### src/common/sfsr_pkg.sv
// Purpose: shared constants of the stepper fault status block
// Assumes: 16-bit serial frames, register data in frame bits 10..1
// Notes: status positions are given as frame bit numbers, field positions as data bit numbers
package sfsr_pkg;
    localparam int FRAME_BITS = 16;
    localparam int HEAD_BITS = 5;
    localparam int CNT_W = 5;
    // status word positions
    localparam int ST_FF = 15;
    localparam int ST_POR = 14;
    localparam int ST_SE = 13;
    localparam int ST_CR = 12;
    localparam int ST_SSA = 11;
    localparam int ST_OT = 10;
    localparam int ST_TW = 9;
    localparam int ST_OV = 8;
    localparam int ST_UV = 7;
    localparam int ST_OLB = 4;
    localparam int ST_OLA = 3;
    localparam int ST_OCB = 2;
    localparam int ST_OCA = 1;
    // latch vector: [5:0] monitors ot,tw,ov,uv,olb,ola ; [13:6] switch bits aph..bml
    localparam int MON_N = 6;
    localparam int SW_N = 8;
    localparam int LATCH_N = 14;
    localparam int LAT_UV = 2;
    // register addresses
    localparam logic [3:0] ADDR_FAULT_INDICATOR_PIN_CFG = 4'h3;
    localparam logic [3:0] ADDR_STEP_CTL = 4'h5;
    localparam logic [3:0] ADDR_SYS_CTL = 4'h6;
    localparam logic [3:0] ADDR_PROF_LO = 4'h7;
    localparam logic [3:0] ADDR_PROF_HI = 4'hc;
    localparam logic [3:0] ADDR_READBACK = 4'hd;
    localparam logic [3:0] ADDR_MASK = 4'he;
    localparam logic [3:0] ADDR_FAULT_INDICATOR_PIN = 4'hf;
    // field positions inside the 10-bit data (frame bit minus one)
    localparam int F_SLEEP = 9;
    localparam int F_FCLR = 8;
    localparam int F_CORD = 3;
    localparam int F_DSEL_HI = 9;
    localparam int F_DSEL_LO = 7;
    localparam logic [2:0] DSEL_SEQ = 3'h6;
    // reset values
    localparam logic [9:0] RST_CUR_CFG = 10'h270;
    localparam logic [9:0] RST_FAULT_INDICATOR_PIN_CFG = 10'h011;
    localparam logic [9:0] RST_SYS_CTL = 10'h020;
    localparam logic [9:0] RST_OTHER = 10'h000;
    localparam logic [3:0] ADDR_CUR_CFG = 4'h2;
    // timing
    localparam int CLK_NS = 10;
    localparam int RST_PULSE_NS = 1000;
    localparam int RST_PULSE_CYC = (RST_PULSE_NS + CLK_NS - 1) / CLK_NS;
    localparam int RST_CNT_W = 8;
endpackage

### src/common/sfsr_latch_if.sv
// Purpose: carrier between the top and the fault latch
// Assumes: one clock domain
// Notes: raw is the live fault level, clr a per-bit clear strobe
`timescale 1ns/1ps
`default_nettype none
interface sfsr_latch_if #(parameter int N = 14);
    logic [N-1:0] raw;
    logic [N-1:0] mask;
    logic [N-1:0] clr;
    logic [N-1:0] q;
    modport owner(output raw, output mask, output clr, input q);
    modport latch(input raw, input mask, input clr, output q);
endinterface
`default_nettype wire

### src/rtl/sfsr_fault_latch.sv
// Purpose: sticky fault bits with masking and presence-aware clear
// Assumes: raw faults already synchronised
// Notes: a fault still present survives any clear
`timescale 1ns/1ps
`default_nettype none
module sfsr_fault_latch #(
    parameter int N = 14,
    parameter logic [N-1:0] RST_VAL = '0
) (
    // clock and reset
    input wire logic sys_clk_i,
    input wire logic rst_i,
    // fault group
    sfsr_latch_if.latch lat
);
    logic [N-1:0] live;

    // masked faults never reach the latch
    assign live = lat.raw & ~lat.mask;

    always_ff @(posedge sys_clk_i) begin
        if (rst_i) begin
            lat.q <= RST_VAL;
        end else begin
            // set wins over clear, present faults stay
            lat.q <= (lat.q & ~lat.clr) | live;
        end
    end
endmodule
`default_nettype wire

### src/rtl/sfsr_top.sv
// Contract
// - every frame shifts out the five top status bits first
// - write frame writes register, returns low ten status bits plus parity
// - read frame returns addressed register plus parity, writes nothing
// - status layout: critical top three, sequencer 12-11, monitors, phase summary
// - summary flag is or of fault bits, excluding accept and active flags
// - summary flag appears when select falls; idle clock abandons frame cleanly
// - select high ends transfer and releases serial output
// - reset sets summary, power-up and undervoltage flags, clears rest, defaults registers
// - undervoltage reads set after reset
// - bit 13 reports previous transfer failed
// - accept flag reported; profile commands ignored while it is low
// - active flag follows programmed sequence start and completion
// - pin select 110 shows active flag on indicator, else summary
// - monitor bits latch; clear keeps faults still present
// - per-switch overcurrent bits feed phase a and b summaries
// - phase summaries clear only with diagnostic contents
// - writes to diagnostic register ignored, status low bits returned
// - reads clear latched faults unless clear-on-read disabled
// - fault reset by reset pulse or clear command clears faults
// - sleep by reset hold or sleep command clears faults
// - clear command acts only on rising transition
// - frames carry odd parity in last bit, generated not stored
// - masked faults produce no flag or diagnostic bit
//
// Purpose: status/diagnostic register bank behind the serial link
// Assumes: monitor and sequencer inputs are on sys_clk; link pins asynchronous
// Notes: link clock is sampled, so it must stay well below sys_clk/4
`timescale 1ns/1ps
`default_nettype none
module sfsr_top #(
    parameter int RST_CYC = sfsr_pkg::RST_PULSE_CYC
) (
    // clock and reset
    input wire logic sys_clk_i,
    input wire logic rst_i,
    // serial link pins
    input wire logic frame_select_n_i,
    input wire logic serial_clk_i,
    input wire logic serial_in_i,
    output logic serial_out_o,
    output logic serial_out_oe_n_o,
    // reset pin
    input wire logic hw_reset_input_low_i,
    // monitors: ot, tw, ov, uv, olb, ola
    input wire logic [sfsr_pkg::MON_N-1:0] monitor_fault_i,
    // switches: aph, apl, amh, aml, bph, bpl, bmh, bml
    input wire logic [sfsr_pkg::SW_N-1:0] switch_oc_i,
    // sequencer
    input wire logic command_accept_i,
    input wire logic sequence_active_i,
    output logic profile_write_o,
    // indicator pin
    output logic fault_indicator_pin_o
);
    ////////////////////////////////////////////////////////////////////////
    // link synchronisers
    logic [2:0] cs_sync;
    logic [2:0] sck_sync;
    logic [1:0] sdi_sync;
    logic [1:0] rstn_sync;
    logic cs_fall;
    logic cs_rise;
    logic sck_rise;
    logic sck_fall;

    always_ff @(posedge sys_clk_i) begin
        if (rst_i) begin
            cs_sync <= 3'h7;
            sck_sync <= 3'h0;
            sdi_sync <= 2'h0;
            rstn_sync <= 2'h3;
        end else begin
            cs_sync <= {cs_sync[1:0], frame_select_n_i};
            sck_sync <= {sck_sync[1:0], serial_clk_i};
            sdi_sync <= {sdi_sync[0], serial_in_i};
            rstn_sync <= {rstn_sync[0], hw_reset_input_low_i};
        end
    end

    assign cs_fall = cs_sync[2] & ~cs_sync[1];
    assign cs_rise = ~cs_sync[2] & cs_sync[1];
    assign sck_rise = ~cs_sync[1] & ~sck_sync[2] & sck_sync[1];
    assign sck_fall = ~cs_sync[1] & sck_sync[2] & ~sck_sync[1];

    ////////////////////////////////////////////////////////////////////////
    // register storage
    logic [9:0] regs [0:15];
    logic [9:0] mask_reg;
    logic [2:0] dsel;
    logic cord_dis;

    assign mask_reg = regs[sfsr_pkg::ADDR_MASK];
    assign dsel = regs[sfsr_pkg::ADDR_FAULT_INDICATOR_PIN_CFG][sfsr_pkg::F_DSEL_HI:sfsr_pkg::F_DSEL_LO];
    assign cord_dis = regs[sfsr_pkg::ADDR_SYS_CTL][sfsr_pkg::F_CORD];

    ////////////////////////////////////////////////////////////////////////
    // fault latches and status word
    sfsr_latch_if #(.N(sfsr_pkg::LATCH_N)) lat_if ();
    logic [sfsr_pkg::LATCH_N-1:0] clr_mon;
    logic [sfsr_pkg::LATCH_N-1:0] clr_sw;
    logic clr_all;
    logic clr_status;
    logic clr_fault_indicator_pin;
    logic por_flag;
    logic se_flag;
    logic [15:0] status;
    logic oc_a;
    logic oc_b;

    sfsr_fault_latch #(
        .N(sfsr_pkg::LATCH_N),
        .RST_VAL(sfsr_pkg::LATCH_N'(1) << sfsr_pkg::LAT_UV)
    ) u_latch (
        .sys_clk_i(sys_clk_i),
        .rst_i(rst_i),
        .lat(lat_if.latch)
    );

    // mask bits: ot tw ov uv at 9..6, olb ola at 3..2, ocb oca at 1..0
    assign lat_if.raw = {switch_oc_i, monitor_fault_i};
    assign lat_if.mask = {{4{mask_reg[1]}}, {4{mask_reg[0]}}, mask_reg[9:6], mask_reg[3:2]};
    assign clr_mon = {{sfsr_pkg::SW_N{1'b0}}, {sfsr_pkg::MON_N{1'b1}}};
    assign clr_sw = ~clr_mon;
    // overcurrent summaries are views of the switch bits, never cleared apart
    assign lat_if.clr = ({sfsr_pkg::LATCH_N{clr_all | clr_status}} & clr_mon)
        | ({sfsr_pkg::LATCH_N{clr_all | clr_fault_indicator_pin}} & clr_sw);

    assign oc_a = |lat_if.q[9:6];
    assign oc_b = |lat_if.q[13:10];

    always_comb begin
        status = 16'h0000;
        status[sfsr_pkg::ST_POR] = por_flag;
        status[sfsr_pkg::ST_SE] = se_flag;
        status[sfsr_pkg::ST_CR] = command_accept_i;
        status[sfsr_pkg::ST_SSA] = sequence_active_i;
        status[sfsr_pkg::ST_OT] = lat_if.q[5];
        status[sfsr_pkg::ST_TW] = lat_if.q[4];
        status[sfsr_pkg::ST_OV] = lat_if.q[3];
        status[sfsr_pkg::ST_UV] = lat_if.q[2];
        status[sfsr_pkg::ST_OLB] = lat_if.q[1];
        status[sfsr_pkg::ST_OLA] = lat_if.q[0];
        status[sfsr_pkg::ST_OCB] = oc_b;
        status[sfsr_pkg::ST_OCA] = oc_a;
        // accept and active flags stay out of the summary
        status[sfsr_pkg::ST_FF] = por_flag | se_flag | (|status[10:1]);
    end

    ////////////////////////////////////////////////////////////////////////
    // frame engine
    logic [sfsr_pkg::CNT_W-1:0] bit_cnt;
    logic [15:0] rx_word;
    logic [3:0] rx_addr;
    logic rx_wr;
    logic frame_ok;
    logic frame_bad;
    logic wr_ok;
    logic reg_writable;
    logic prof_addr;

    assign rx_addr = rx_word[15:12];
    assign rx_wr = rx_word[11];
    // odd parity over the whole word, never stored
    assign frame_ok = cs_rise & (bit_cnt == 5'(sfsr_pkg::FRAME_BITS)) & (^rx_word);
    // no clock edges at all is a clean abandon, not an error
    assign frame_bad = cs_rise & (bit_cnt != 5'h00) & ~frame_ok;
    assign prof_addr = (rx_addr == sfsr_pkg::ADDR_STEP_CTL)
        | ((rx_addr >= sfsr_pkg::ADDR_PROF_LO) & (rx_addr <= sfsr_pkg::ADDR_PROF_HI));
    // diagnostic and readback are read only; profile writes need accept
    assign reg_writable = (rx_addr != sfsr_pkg::ADDR_FAULT_INDICATOR_PIN) & (rx_addr != sfsr_pkg::ADDR_READBACK)
        & ~(prof_addr & ~command_accept_i);
    assign wr_ok = frame_ok & rx_wr & reg_writable;

    always_ff @(posedge sys_clk_i) begin
        if (rst_i) begin
            bit_cnt <= 5'h00;
            rx_word <= 16'h0000;
        end else if (cs_fall) begin
            bit_cnt <= 5'h00;
        end else if (sck_rise) begin
            // saturating count so a long frame cannot wrap back to sixteen
            if (bit_cnt != 5'h1f) begin
                bit_cnt <= bit_cnt + 5'h01;
            end
            rx_word <= {rx_word[14:0], sdi_sync[1]};
        end
    end
    ////////////////////////////////////////////////////////////////////////
    // output word and serial pin
    logic [15:0] out_word;
    logic out_loaded;

    always_ff @(posedge sys_clk_i) begin
        if (rst_i) begin
            out_word <= 16'h0000;
            out_loaded <= 1'b0;
        end else if (cs_fall) begin
            out_word <= status; // frame snapshot keeps the returned word coherent
            out_loaded <= 1'b0;
        end else if (bit_cnt == 5'(sfsr_pkg::HEAD_BITS) && !out_loaded && !sck_rise) begin
            out_loaded <= 1'b1;
            if (rx_word[0] || rx_word[4:1] == sfsr_pkg::ADDR_FAULT_INDICATOR_PIN) begin
                // write frames return status, diagnostic reads the switch bits
                out_word[10:0] <= rx_word[0] ? {out_word[10:1], ~^out_word[15:1]}
                    : {2'b00, lat_if.q[13:6], ~^{out_word[15:11], lat_if.q[13:6]}};
            end else begin
                out_word[10:0] <= {regs[rx_word[4:1]], ~^{out_word[15:11], regs[rx_word[4:1]]}};
            end
        end
    end

    logic [3:0] out_idx;

    always_ff @(posedge sys_clk_i) begin
        if (rst_i) begin
            out_idx <= 4'hf;
            serial_out_o <= 1'b0;
            serial_out_oe_n_o <= 1'b1;
        end else if (cs_sync[1]) begin
            out_idx <= 4'hf;
            serial_out_oe_n_o <= 1'b1;
        end else if (cs_fall) begin
            out_idx <= 4'hf;
            serial_out_o <= status[sfsr_pkg::ST_FF];
            serial_out_oe_n_o <= 1'b0;
        end else if (sck_fall && out_idx != 4'h0) begin
            out_idx <= out_idx - 4'h1;
            serial_out_o <= out_word[out_idx - 4'h1];
        end
    end

    ////////////////////////////////////////////////////////////////////////
    // register writes and clearing actions
    localparam int RST_CNT_W_L = 16;
    logic [RST_CNT_W_L-1:0] rst_cnt;
    logic fclr_rise;
    logic sleep_rise;
    logic pin_clear;

    // command bits act on their 0 to 1 transition only
    assign fclr_rise = wr_ok & (rx_addr == sfsr_pkg::ADDR_SYS_CTL) & rx_word[sfsr_pkg::F_FCLR + 1]
        & ~regs[sfsr_pkg::ADDR_SYS_CTL][sfsr_pkg::F_FCLR];
    assign sleep_rise = wr_ok & (rx_addr == sfsr_pkg::ADDR_SYS_CTL) & rx_word[sfsr_pkg::F_SLEEP + 1]
        & ~regs[sfsr_pkg::ADDR_SYS_CTL][sfsr_pkg::F_SLEEP];
    assign pin_clear = ~rstn_sync[1] & (rst_cnt >= RST_CNT_W_L'(RST_CYC));
    assign clr_all = fclr_rise | sleep_rise | pin_clear;
    // a good frame has shown the status word; reads clear unless disabled
    assign clr_status = frame_ok & ~cord_dis;
    assign clr_fault_indicator_pin = frame_ok & ~rx_wr & (rx_addr == sfsr_pkg::ADDR_FAULT_INDICATOR_PIN) & ~cord_dis;

    always_ff @(posedge sys_clk_i) begin
        if (rst_i) begin
            rst_cnt <= '0;
        end else if (rstn_sync[1]) begin
            rst_cnt <= '0;
        end else if (rst_cnt != '1) begin
            rst_cnt <= rst_cnt + RST_CNT_W_L'(1);
        end
    end

    always_ff @(posedge sys_clk_i) begin
        if (rst_i) begin
            for (int i = 0; i < 16; i++) begin
                regs[i] <= sfsr_pkg::RST_OTHER;
            end
            regs[sfsr_pkg::ADDR_CUR_CFG] <= sfsr_pkg::RST_CUR_CFG;
            regs[sfsr_pkg::ADDR_FAULT_INDICATOR_PIN_CFG] <= sfsr_pkg::RST_FAULT_INDICATOR_PIN_CFG;
            regs[sfsr_pkg::ADDR_SYS_CTL] <= sfsr_pkg::RST_SYS_CTL;
        end else if (wr_ok) begin
            regs[rx_addr] <= rx_word[10:1];
        end
    end

    always_ff @(posedge sys_clk_i) begin
        if (rst_i) begin
            por_flag <= 1'b1;
        end else if (clr_all || clr_status) begin
            por_flag <= 1'b0;
        end
    end

    always_ff @(posedge sys_clk_i) begin
        if (rst_i) begin
            se_flag <= 1'b0;
        end else if (frame_bad) begin
            se_flag <= 1'b1;
        end else if (frame_ok || clr_all) begin
            se_flag <= 1'b0;
        end
    end

    ////////////////////////////////////////////////////////////////////////
    // sequencer strobe and indicator pin
    always_ff @(posedge sys_clk_i) begin
        if (rst_i) begin
            profile_write_o <= 1'b0;
            fault_indicator_pin_o <= 1'b1;
        end else begin
            profile_write_o <= wr_ok & prof_addr;
            // active low on the pin in both uses
            fault_indicator_pin_o <= (dsel == sfsr_pkg::DSEL_SEQ) ? ~sequence_active_i
                : ~status[sfsr_pkg::ST_FF];
        end
    end
endmodule
`default_nettype wire

### config.mk
export PLATFORM = sky130hd
export DESIGN_NAME = sfsr_top
export DESIGN_NICKNAME = d
export VERILOG_FILES = /design/src/common/sfsr_pkg.sv /design/src/common/sfsr_latch_if.sv /design/src/rtl/sfsr_fault_latch.sv /design/src/rtl/sfsr_top.sv
export SDC_FILE = /design/constraint.sdc
export NUM_CORES = 1
export LEC_CHECK = 0
export BUFFER_PORTS_ARGS = -buffer_cell sky130_fd_sc_hd__buf_4
export CAP_MARGIN = 10
export CELL_PAD_IN_SITES_DETAIL_PLACEMENT = 1
export CELL_PAD_IN_SITES_GLOBAL_PLACEMENT = 1
export CORE_UTILIZATION = 46
export CTS_CLUSTER_DIAMETER = 80
export DETAILED_ROUTE_END_ITERATION = 7
export GPL_ROUTABILITY_DRIVEN = 0
export PLACE_DENSITY = 0.77
export SETUP_SLACK_MARGIN = 0.02
export SLEW_MARGIN = 10
export SYNTH_ARGS = -nofsm -noshare
export SYNTH_HDL_FRONTEND = slang
export SYNTH_SLANG_ARGS = --single-unit
### constraint.sdc
create_clock -name sys_clk_i -period 3.1 [get_ports sys_clk_i]
set_input_delay 0.155 -clock sys_clk_i [delete_from_list [all_inputs] [get_ports sys_clk_i]]
set_output_delay 0.155 -clock sys_clk_i [all_outputs]
set_load 0.03 [all_outputs]
## Word-level counts from Yosys, hierarchy flattened

Memories as Yosys holds them, arrays and structs flattened. A register that Yosys moved wholly into a read port is not among the register bits.
Index checks and enable logic that the tools add are counted.

- Bitwise gates (word level): 58
- Equal/unequal tests: 13
- Magnitude comparators: 4
- Multiplexer cells: 24
- Reductions and logical operators: 30
- Add/subtract/negate cells: 3

Operators by type and width:

| kind | number |
|---|---|
| two-way mux 11 bit | 4 |
| two-way mux 10 bit | 4 |
| XNOR reduction 15 bit | 2 |
| AND 14 bit | 2 |
| inverter 14 bit | 2 |
| AND 1 bit | 27 |
| adder 16 x 1 -> 16 bit, second input constant | 1 |
| greater-or-equal comparator 16 x 7 -> 1 bit, second input constant | 1 |
| != test 16 bit, second input constant | 1 |
| XOR reduction 16 bit | 1 |
| inverter 1 bit | 15 |
| OR 14 bit | 1 |
| OR 6 x 14 -> 14 bit | 1 |
| OR reduction 14 bit | 1 |
| XNOR reduction 13 bit | 1 |
| two-way mux 1 bit | 12 |
| two-way mux 4 bit | 3 |
| OR 1 bit | 10 |
| AND reduction 2 bit | 5 |
| OR reduction 10 bit | 1 |
| == test 4 x 3 -> 1 bit, second input constant | 2 |
| == test 4 bit, second input constant | 2 |
| != test 4 bit, second input constant | 2 |
| OR reduction 4 bit | 2 |
| other kinds (20) | 29 |

- Input port bits: 22
- Flip-flop bits (word level): 88
- Bits in writable memories: 160
- Output and inout port bits: 4
- Logic and storage cells: 153
- Memories kept: 1

Memories:

| name | words | width | rd ports | clocked after Yosys merged registers in | wr ports | RTL line | source |
|---|---|---|---|---|---|---|---|
| regs | 16 | 10 | 4 | 1 | 16 | sfsr_top.sv:88 | `logic [9:0] regs [0:15];` |

## Logic depth before layout (Yosys ltp)

Gate-level depths: netlist of the first run.

- Depth in word-level cells: 17
- Depth in mapped cells: 13
- Gate-level depth less buffers: 10

## By module

Synthesis of the first run repeated with hierarchy kept, for this count alone.

- Cells, all modules: 995
- Area total of the unflattened synthesis: 11431.0 um2

Modules (own cells, without submodules):

| module | seq. area each (um2) | cells each | times used | area each (um2) |
|---|---|---|---|---|
| sfsr_top | 6366.1 | 938 | 1 | 10894.2 |
| sfsr_fault_latch | 280.3 | 57 | 1 | 536.8 |

## Worst setup path after synthesis of the first run

Ideal clock, no wire load.

- Path kind: reg2reg
- Start: register rx_word[13]
- End: memory regs[2][0] (enable)
- Stages on the path, launching flop included: 12
- Arrival: 2.846 ns
- Library setup time: 0.347 ns
- Path slack: -0.092 ns
- Path buffers: 1
- Clock period less this slack: 3.192 ns
- Required time: 2.753 ns
- Cell sequence: dfxtp_1 clkbuf_1 inv_1 ha_1 xnor2_1 xnor2_1 xnor3_1 nor3_2 and2_4 nor4b_4 nand2_1 nand2b_1

RTL lines:

| what | RTL line | source |
|---|---|---|
| start, declared | sfsr_top.sv:153 | `logic [15:0] rx_word;` |
| start signal, assigned | sfsr_top.sv:186 | `rx_word <= {rx_word[14:0], sdi_sync[1]};` |
| end, declared | sfsr_top.sv:88 |  |

==> results_dict.tcl, run 1 <==
set metrics [dict create \
    grt_pass1_wl_mm 49.4 \
    cp_max_fo 10 \
    grt_pass1_vias 8340 \
    skew_ns 0.0148 \
    synth_flop_cell "edfxtp_1" \
    power_switching_mw 1.64 \
    clk_latency_ns 0.55 \
    setup_tns_ns 0 \
    clk_pin_slew_ns 0.06 \
    startpoint_type "flop" \
    synthTopCellsByCount "nor2_1, edfxtp_1, dfxtp_1, nand2_1, a21oi_1" \
    drc 0 \
    core_um2 24500 \
    grt_max_degree 47 \
    critPathArrivalTime_ns 3.19 \
    num-nets-final 1099 \
    p_int_mw 5.95 \
    synthToLayoutAreaGrowth_pct 16.4 \
    dp_hpwl_mm 21.1 \
    dr.pass1.iters 7 \
    die_x_um 160 \
    ys_seq_area_share_pct 57.6 \
    cts_tree "done" \
    via_per_inst 5.71 \
    ys_seq_elements 252 \
    finalCriticalPeriod_ns 2.96 \
    syn_area_um2 11500 \
    n_antenna_cell 0 \
    power_frac_clock_pct 45.4 \
    yosysTopAreaCell "edfxtp_1" \
    die-area_um2 25700 \
    drt_iter0_drc 562 \
    critPathKind "flop to flop" \
    detail-route-antenna-nets 0 \
    fin_area_um2 13400 \
    seqPwrFrac_pct 49.6 \
    synth_area_leaders "edfxtp_1, dfxtp_1, mux4_2" \
    max_freq_mhz 338 \
    dieHeight_um 160 \
    fill_cells 2532 \
    routed_wl_mm 31.7 \
    row_count 57 \
    peakVddDrop_mv 0.372 \
    synth_edf_count 160 \
    root_buffer "clkbuf_16" \
    grt_antenna_before_repair 1 \
    num_vias 8029 \
    gr-usage-met2_pct 41.4 \
    swShare_pct 21.6 \
    synth.distinct_cells 58 \
    maxSlewHeadroom_pct 50.7 \
    end_kind "flop" \
    grt_overflow_total 0 \
    p_per_area_nw_per_um2 564 \
    final-hold-violation-count 0 \
    required_ns 3.34 \
    clock_path_buffers 3 \
    numCtsBuffers 28 \
    finalSetupViolations 0 \
    htreeDepth 1 \
    slew_viol_final 0 \
    synth_warnings 0 \
    yosysTopAreaCellShare_pct 41.6 \
    async_reset_ff_share_pct 0 \
    dpl_cell_area_um2 12300 \
    syn_area_per_cell_um2 11.5 \
    drive_gt1_share_pct 18.2 \
    netlist_instances 1003 \
    period_share_pct 95.4 \
    met1_usage_pct 34.0 \
    grt-busiest-layer "met2" \
    grt_use_total_pct 25.3 \
    status "completed" \
    cts_sinks 252 \
    wire_per_inst_um 22.5 \
    gr-usage-met3_pct 4.44 \
    rsz0062_at_grt "true" \
    worstHoldPathType "input port to flop" \
    drv_cap 0 \
    ios 26 \
    postSynthNetCount 1042 \
    initial_core_util_pct 47.2 \
    yosysMostFrequentCell "nor2_1" \
    power_leakage_nw 4.66 \
    worstMarginPinSlew_ns 0.737 \
    share_comb_of_total_power_pct 5.0 \
    numPortBuffers 25 \
]
worst paths after layout:
path                       from          endpoint  slack [ns]  depth (start not counted)
max                 rx_word[12]        regs[0][2]        0.14                         11
min          monitor_fault_i[0]  u_latch.lat.q[0]        0.04                          4
max reg2reg         rx_word[12]        regs[0][2]        0.14                         11
min reg2reg        rstn_sync[0]      rstn_sync[1]        0.41                          1
worst max-delay path, stage by stage (launching register included):
cell and delay, ns:
dfxtp_1 0.33, inv_1 0.07, ha_1 0.33, xnor2_2 0.16, xnor2_2 0.23, xnor3_1 0.35
nor3_2 0.16, and2_4 0.24, nor4b_4 0.20, buf_4 0.18, nand2_1 0.09, nand2b_2 0.27
registers in the layout, summed over array words and instances, names as in the netlist, named ones only:
| signal | cells |
|---|---|
| regs | 160 |
| rx_word | 16 |
| se_flag | 1 |
| profile_write_o | 1 |
| serial_out_oe_n_o | 1 |
| out_word | 16 |
| u_latch.lat.q | 14 |
| sck_sync | 3 |
| sdi_sync | 2 |
| out_idx | 4 |
| cs_sync | 3 |
| rstn_sync | 2 |
| serial_out_o | 1 |
| out_loaded | 1 |
| fault_indicator_pin_o | 1 |
| por_flag | 1 |
| rst_cnt | 16 |
| bit_cnt | 5 |
repair_timing:
item | CTS | global route
hold buffers | 16 | 0
pin swaps | 1 | 2
endpoints found under the setup margin | 92 | 290
setup buffers | 0 | 1
endpoints found under the hold margin | 17 | 0
gates resized for setup | 8 | 7
stage by stage:
step	hold WS, ns	util (%)	setup slack [ns]	instances	total power [mW]
after global placement	0.345	50.2	0.0453	1337	4.17
after global routing	0.0566	54.9	-0.00871	1406	7.80
after detailed placement	0.343	50.2	-0.117	1337	4.18
final	0.0423	54.9	0.143	1406	7.58
after CTS	0.0378	54.8	0.0177	1405	7.63
after floorplan	0.259	-	0.0232	1003	4.04
per-layer routing:
| metal | routed length [um] | vias up |
|---|---|---|
| met2 | 15100 | 263 |
| met3 | 1940 | 68 |
| met4 | 1010 | 2 |
| li1 | - | 3642 |
| met5 | 13 | - |
| met1 | 13600 | 4054 |
logic make-up (layout without fill, tap and decap cells):
| group | Yosys count | count (layout) | share of synthesized area [%] |
|---|---|---|---|
| buffers and inverters | 91 | 170 | 3.53 |
| adders and majority gates | 17 | 17 | 1.84 |
| DFF | 252 | 252 | 57.6 |
| xor gates and xnor gates | 52 | 52 | 4.30 |
| and+or+nand+nor | 440 | 440 | 17.9 |
| AOI/OAI and AO/OA | 101 | 101 | 5.36 |
| muxes | 50 | 50 | 9.53 |
cell usage in the layout (no fill, tap or decap), types with 6 or more instances in the layout:
cell / count
nand2b_2: 8
a21oi_1: 54
xnor2_1: 36
buf_12: 6
nor2b_1: 25
buf_4: 65
dlygate4sd3_1: 16
or2_2: 7
xor2_1: 11
nor3_1: 13
dfxtp_1: 91
clkbuf_16: 29
nand3_1: 21
nor2_1: 214
clkbuf_1: 9
nand2_4: 9
nand2_1: 89
inv_1: 31
edfxtp_1: 160
nand4_1: 9
ha_1: 17
o211ai_1: 9
mux4_2: 48
nand2b_1: 11
a22oi_1: 7
o21ai_0: 7
power by group through the flow:
stage / registers [mW] / logic (mW) / clock network (mW)
finish: 3.76 / 0.378 / 3.44
detailed placement: 3.83 / 0.353 / 0
global placement: 3.82 / 0.346 / 0
floorplan: 3.79 / 0.243 / 0
global route: 3.77 / 0.403 / 3.62
CTS: 3.76 / 0.376 / 3.49
layout make-up:
type / count / area (um^2) / area share (%)
clock buffer: 39 / 773 / 5.75
clock inverter: 13 / 171 / 1.28
inverter: 31 / 116 / 0.866
multi-input combinational: 660 / 4560 / 33.9
sequential: 252 / 6650 / 49.5
tap: 324 / 405 / 3.02
timing repair buffer: 87 / 768 / 5.72
Note: power is estimated with default switching activity, not from simulation.
==> run 2, diff against run 1 <==
- ABC_CLOCK_PERIOD_IN_PS: default -> 3100
- RECOVER_POWER: default -> 50
- SLEW_MARGIN: 10 -> 20
==> run 2 against run 1 <==
- non-clock buffer count stayed put
- die area unchanged
- core utilization stayed put
- clock-buffer cell count is the same
- global-route usage did not move
- wire length about the same
- critical path depth unchanged
- largest power group unchanged
- critical endpoint unchanged
- largest cell class unchanged
- first-iteration DRC count unchanged
==> results_dict.tcl, run 2 (same netlist as run 1, synthesis figures left out) <==
set metrics [dict create \
    routed_wl_mm 31.7 \
    whs_endpoint "u_latch.lat.q[0]" \
    root_buffer "clkbuf_16" \
    worst-path-buf-inv 2 \
    stdcell_count 1406 \
    mostFrequentLayoutCells "nor2_1, edfxtp_1, dfxtp_1" \
    reg2reg_from "rx_word[12]" \
    dr.pass1.iters 7 \
    rsz0062_at_grt "true" \
    synthToLayoutAreaGrowth_pct 16.4 \
    crit_path_start "rx_word[12]" \
    cp_max_fo 10 \
    worstMarginPinSlew_ns 0.737 \
    initial_core_util_pct 47.2 \
    num_vias 8030 \
    slew_viol_final 0 \
    power_leakage_nw 4.66 \
    critPathKind "flop to flop" \
    max_freq_mhz 338 \
    status "completed" \
    critPathArrivalTime_ns 3.19 \
    ios 26 \
    skew_ns 0.0147 \
    grt_overflow_total 0 \
    layout_commonest_cell "nor2_1" \
    clk_pin_slew_ns 0.06 \
    grt_max_degree 47 \
    fill_cells 2532 \
    via_per_inst 5.71 \
    clk_latency_ns 0.55 \
    end_kind "flop" \
    reg2reg_to "regs[0][2]" \
    period_share_pct 95.4 \
    hold_depth 4 \
    clock_path_buffers 3 \
    largest_reg_flops 160 \
    htreeDepth 1 \
    required_ns 3.33 \
    grt_antenna_before_repair 1 \
    numCtsBuffers 28 \
    final-hold-violation-count 0 \
    dp_cells 1337 \
    grt_pass1_wl_mm 49.4 \
    drive_gt1_share_pct 18.2 \
    die_x_um 160 \
    peakVddDrop_mv 0.372 \
    grt_use_total_pct 25.3 \
    cpPeakStageDelay_ns 0.35 \
    finalCriticalPeriod_ns 2.96 \
    p_per_area_nw_per_um2 564 \
    rrSetupSlack_ns 0.14 \
    worstHoldPathType "input port to flop" \
    hold_path_startpoint "monitor_fault_i[0]" \
    r2r_cells 11 \
    row_count 57 \
    wire_per_inst_um 22.5 \
    drt_iter0_drc 562 \
    maxSlewHeadroom_pct 50.7 \
    grt_pass1_vias 8340 \
    dieHeight_um 160 \
    startpoint_type "flop" \
    core_um2 24500 \
    cpMaxStageDelayCell "xnor3_1" \
    drc 0 \
    cts_sinks 252 \
    drv_cap 0 \
    setup_tns_ns 0 \
    num-nets-final 1099 \
    finalSetupViolations 0 \
    dp_hpwl_mm 21.1 \
    detail-route-antenna-nets 0 \
    crit_chain "inv_1 -> ha_1 -> xnor2_2 -> xnor2_2 -> xnor3_1 -> nor3_2 -> and2_4 -> nor4b_4 -> buf_4 -> nand2_1 -> nand2b_2" \
    crit_family "simple AND/OR/NAND/NOR gates" \
    numPortBuffers 25 \
    n_antenna_cell 0 \
    cts_tree "done" \
    top_register "regs" \
    multi_input_area_um2 4560 \
    die-area_um2 25700 \
    ff_latch_area_um2 6650 \
    cp_common_cell "xnor2_2" \
]
## run 2: cell types whose count changed in the layout (fill, tap and decap cells not counted), sizes merged
cell / before / now
buf: 71 / 68
clkbuf: 39 / 42
## run 2: timing repair
action	CTS	global route
resized for setup	8	7
hold buffers	16	0
pin swaps	1	2
setup endpoints to repair	92	290
setup buffers	0	1
hold endpoints to repair	17	0
## run 2: power breakdown
group	total, mW	internal, mW	switching [mW]
Clock	3.44	2.07	1.37
Combinational	0.378	0.181	0.196
Sequential	3.76	3.69	0.0695
## run 2: metrics by stage
| step | setup slack (ns) | hold slack (ns) | power [mW] | cell area (um^2) | utilization [%] |
|---|---|---|---|---|---|
| after global placement | 0.0453 | 0.345 | 4.17 | 12300 | 50.2 |
| after detailed placement | -0.117 | 0.343 | 4.18 | 12300 | 50.2 |
| after global routing | -0.00871 | 0.0566 | 7.79 | 13400 | 54.9 |
| final | 0.143 | 0.0406 | 7.58 | 13400 | 54.9 |
| after CTS | 0.0177 | 0.0378 | 7.63 | 13400 | 54.8 |
| after floorplan | 0.0232 | 0.259 | 4.04 | 11600 | - |
## run 2: area by class of cell
cell class                      instances  area share, %
Clock inverter                         13           1.28
Sequential cell                       252           49.5
Tap cell                              324           3.02
Timing Repair Buffer                   87           5.72
Inverter                               31          0.866
Clock buffer                           39           5.75
Multi-Input combinational cell        660           33.9
## run 2: worst register-to-register path, delay by kind of cell (launching register included)
kind | cells | cell delay (ns)
AND/OR/NAND/NOR | 5 | 0.96
buffers and inverters | 2 | 0.25
XOR/XNOR | 3 | 0.74
flip-flops | 1 | 0.33
adder cells (fa/ha/maj) | 1 | 0.33
## run 2: layer usage
metal	track usage [%]	part of all wire (%)	wire (um)	vias up
met2	41.4	48	15100	263
met1	34.0	43	13600	4056
met4	8.44	3.2	1010	2
met3	4.44	6.2	1970	68
met5	0	0.041	13	-
li1	-	-	-	3641
## run 2: worst max-delay path by stage
stage | endpoint | slack [ns] | cells after the start
global route | regs[11][5] | -0.009 | 11
finish | regs[0][2] | 0.14 | 11
detailed placement | regs[8][2] | -0.12 | 10
global placement | regs[8][0] | 0.05 | 10
CTS | regs[0][2] | 0.02 | 10
floorplan | regs[2][0] | 0.02 | 11
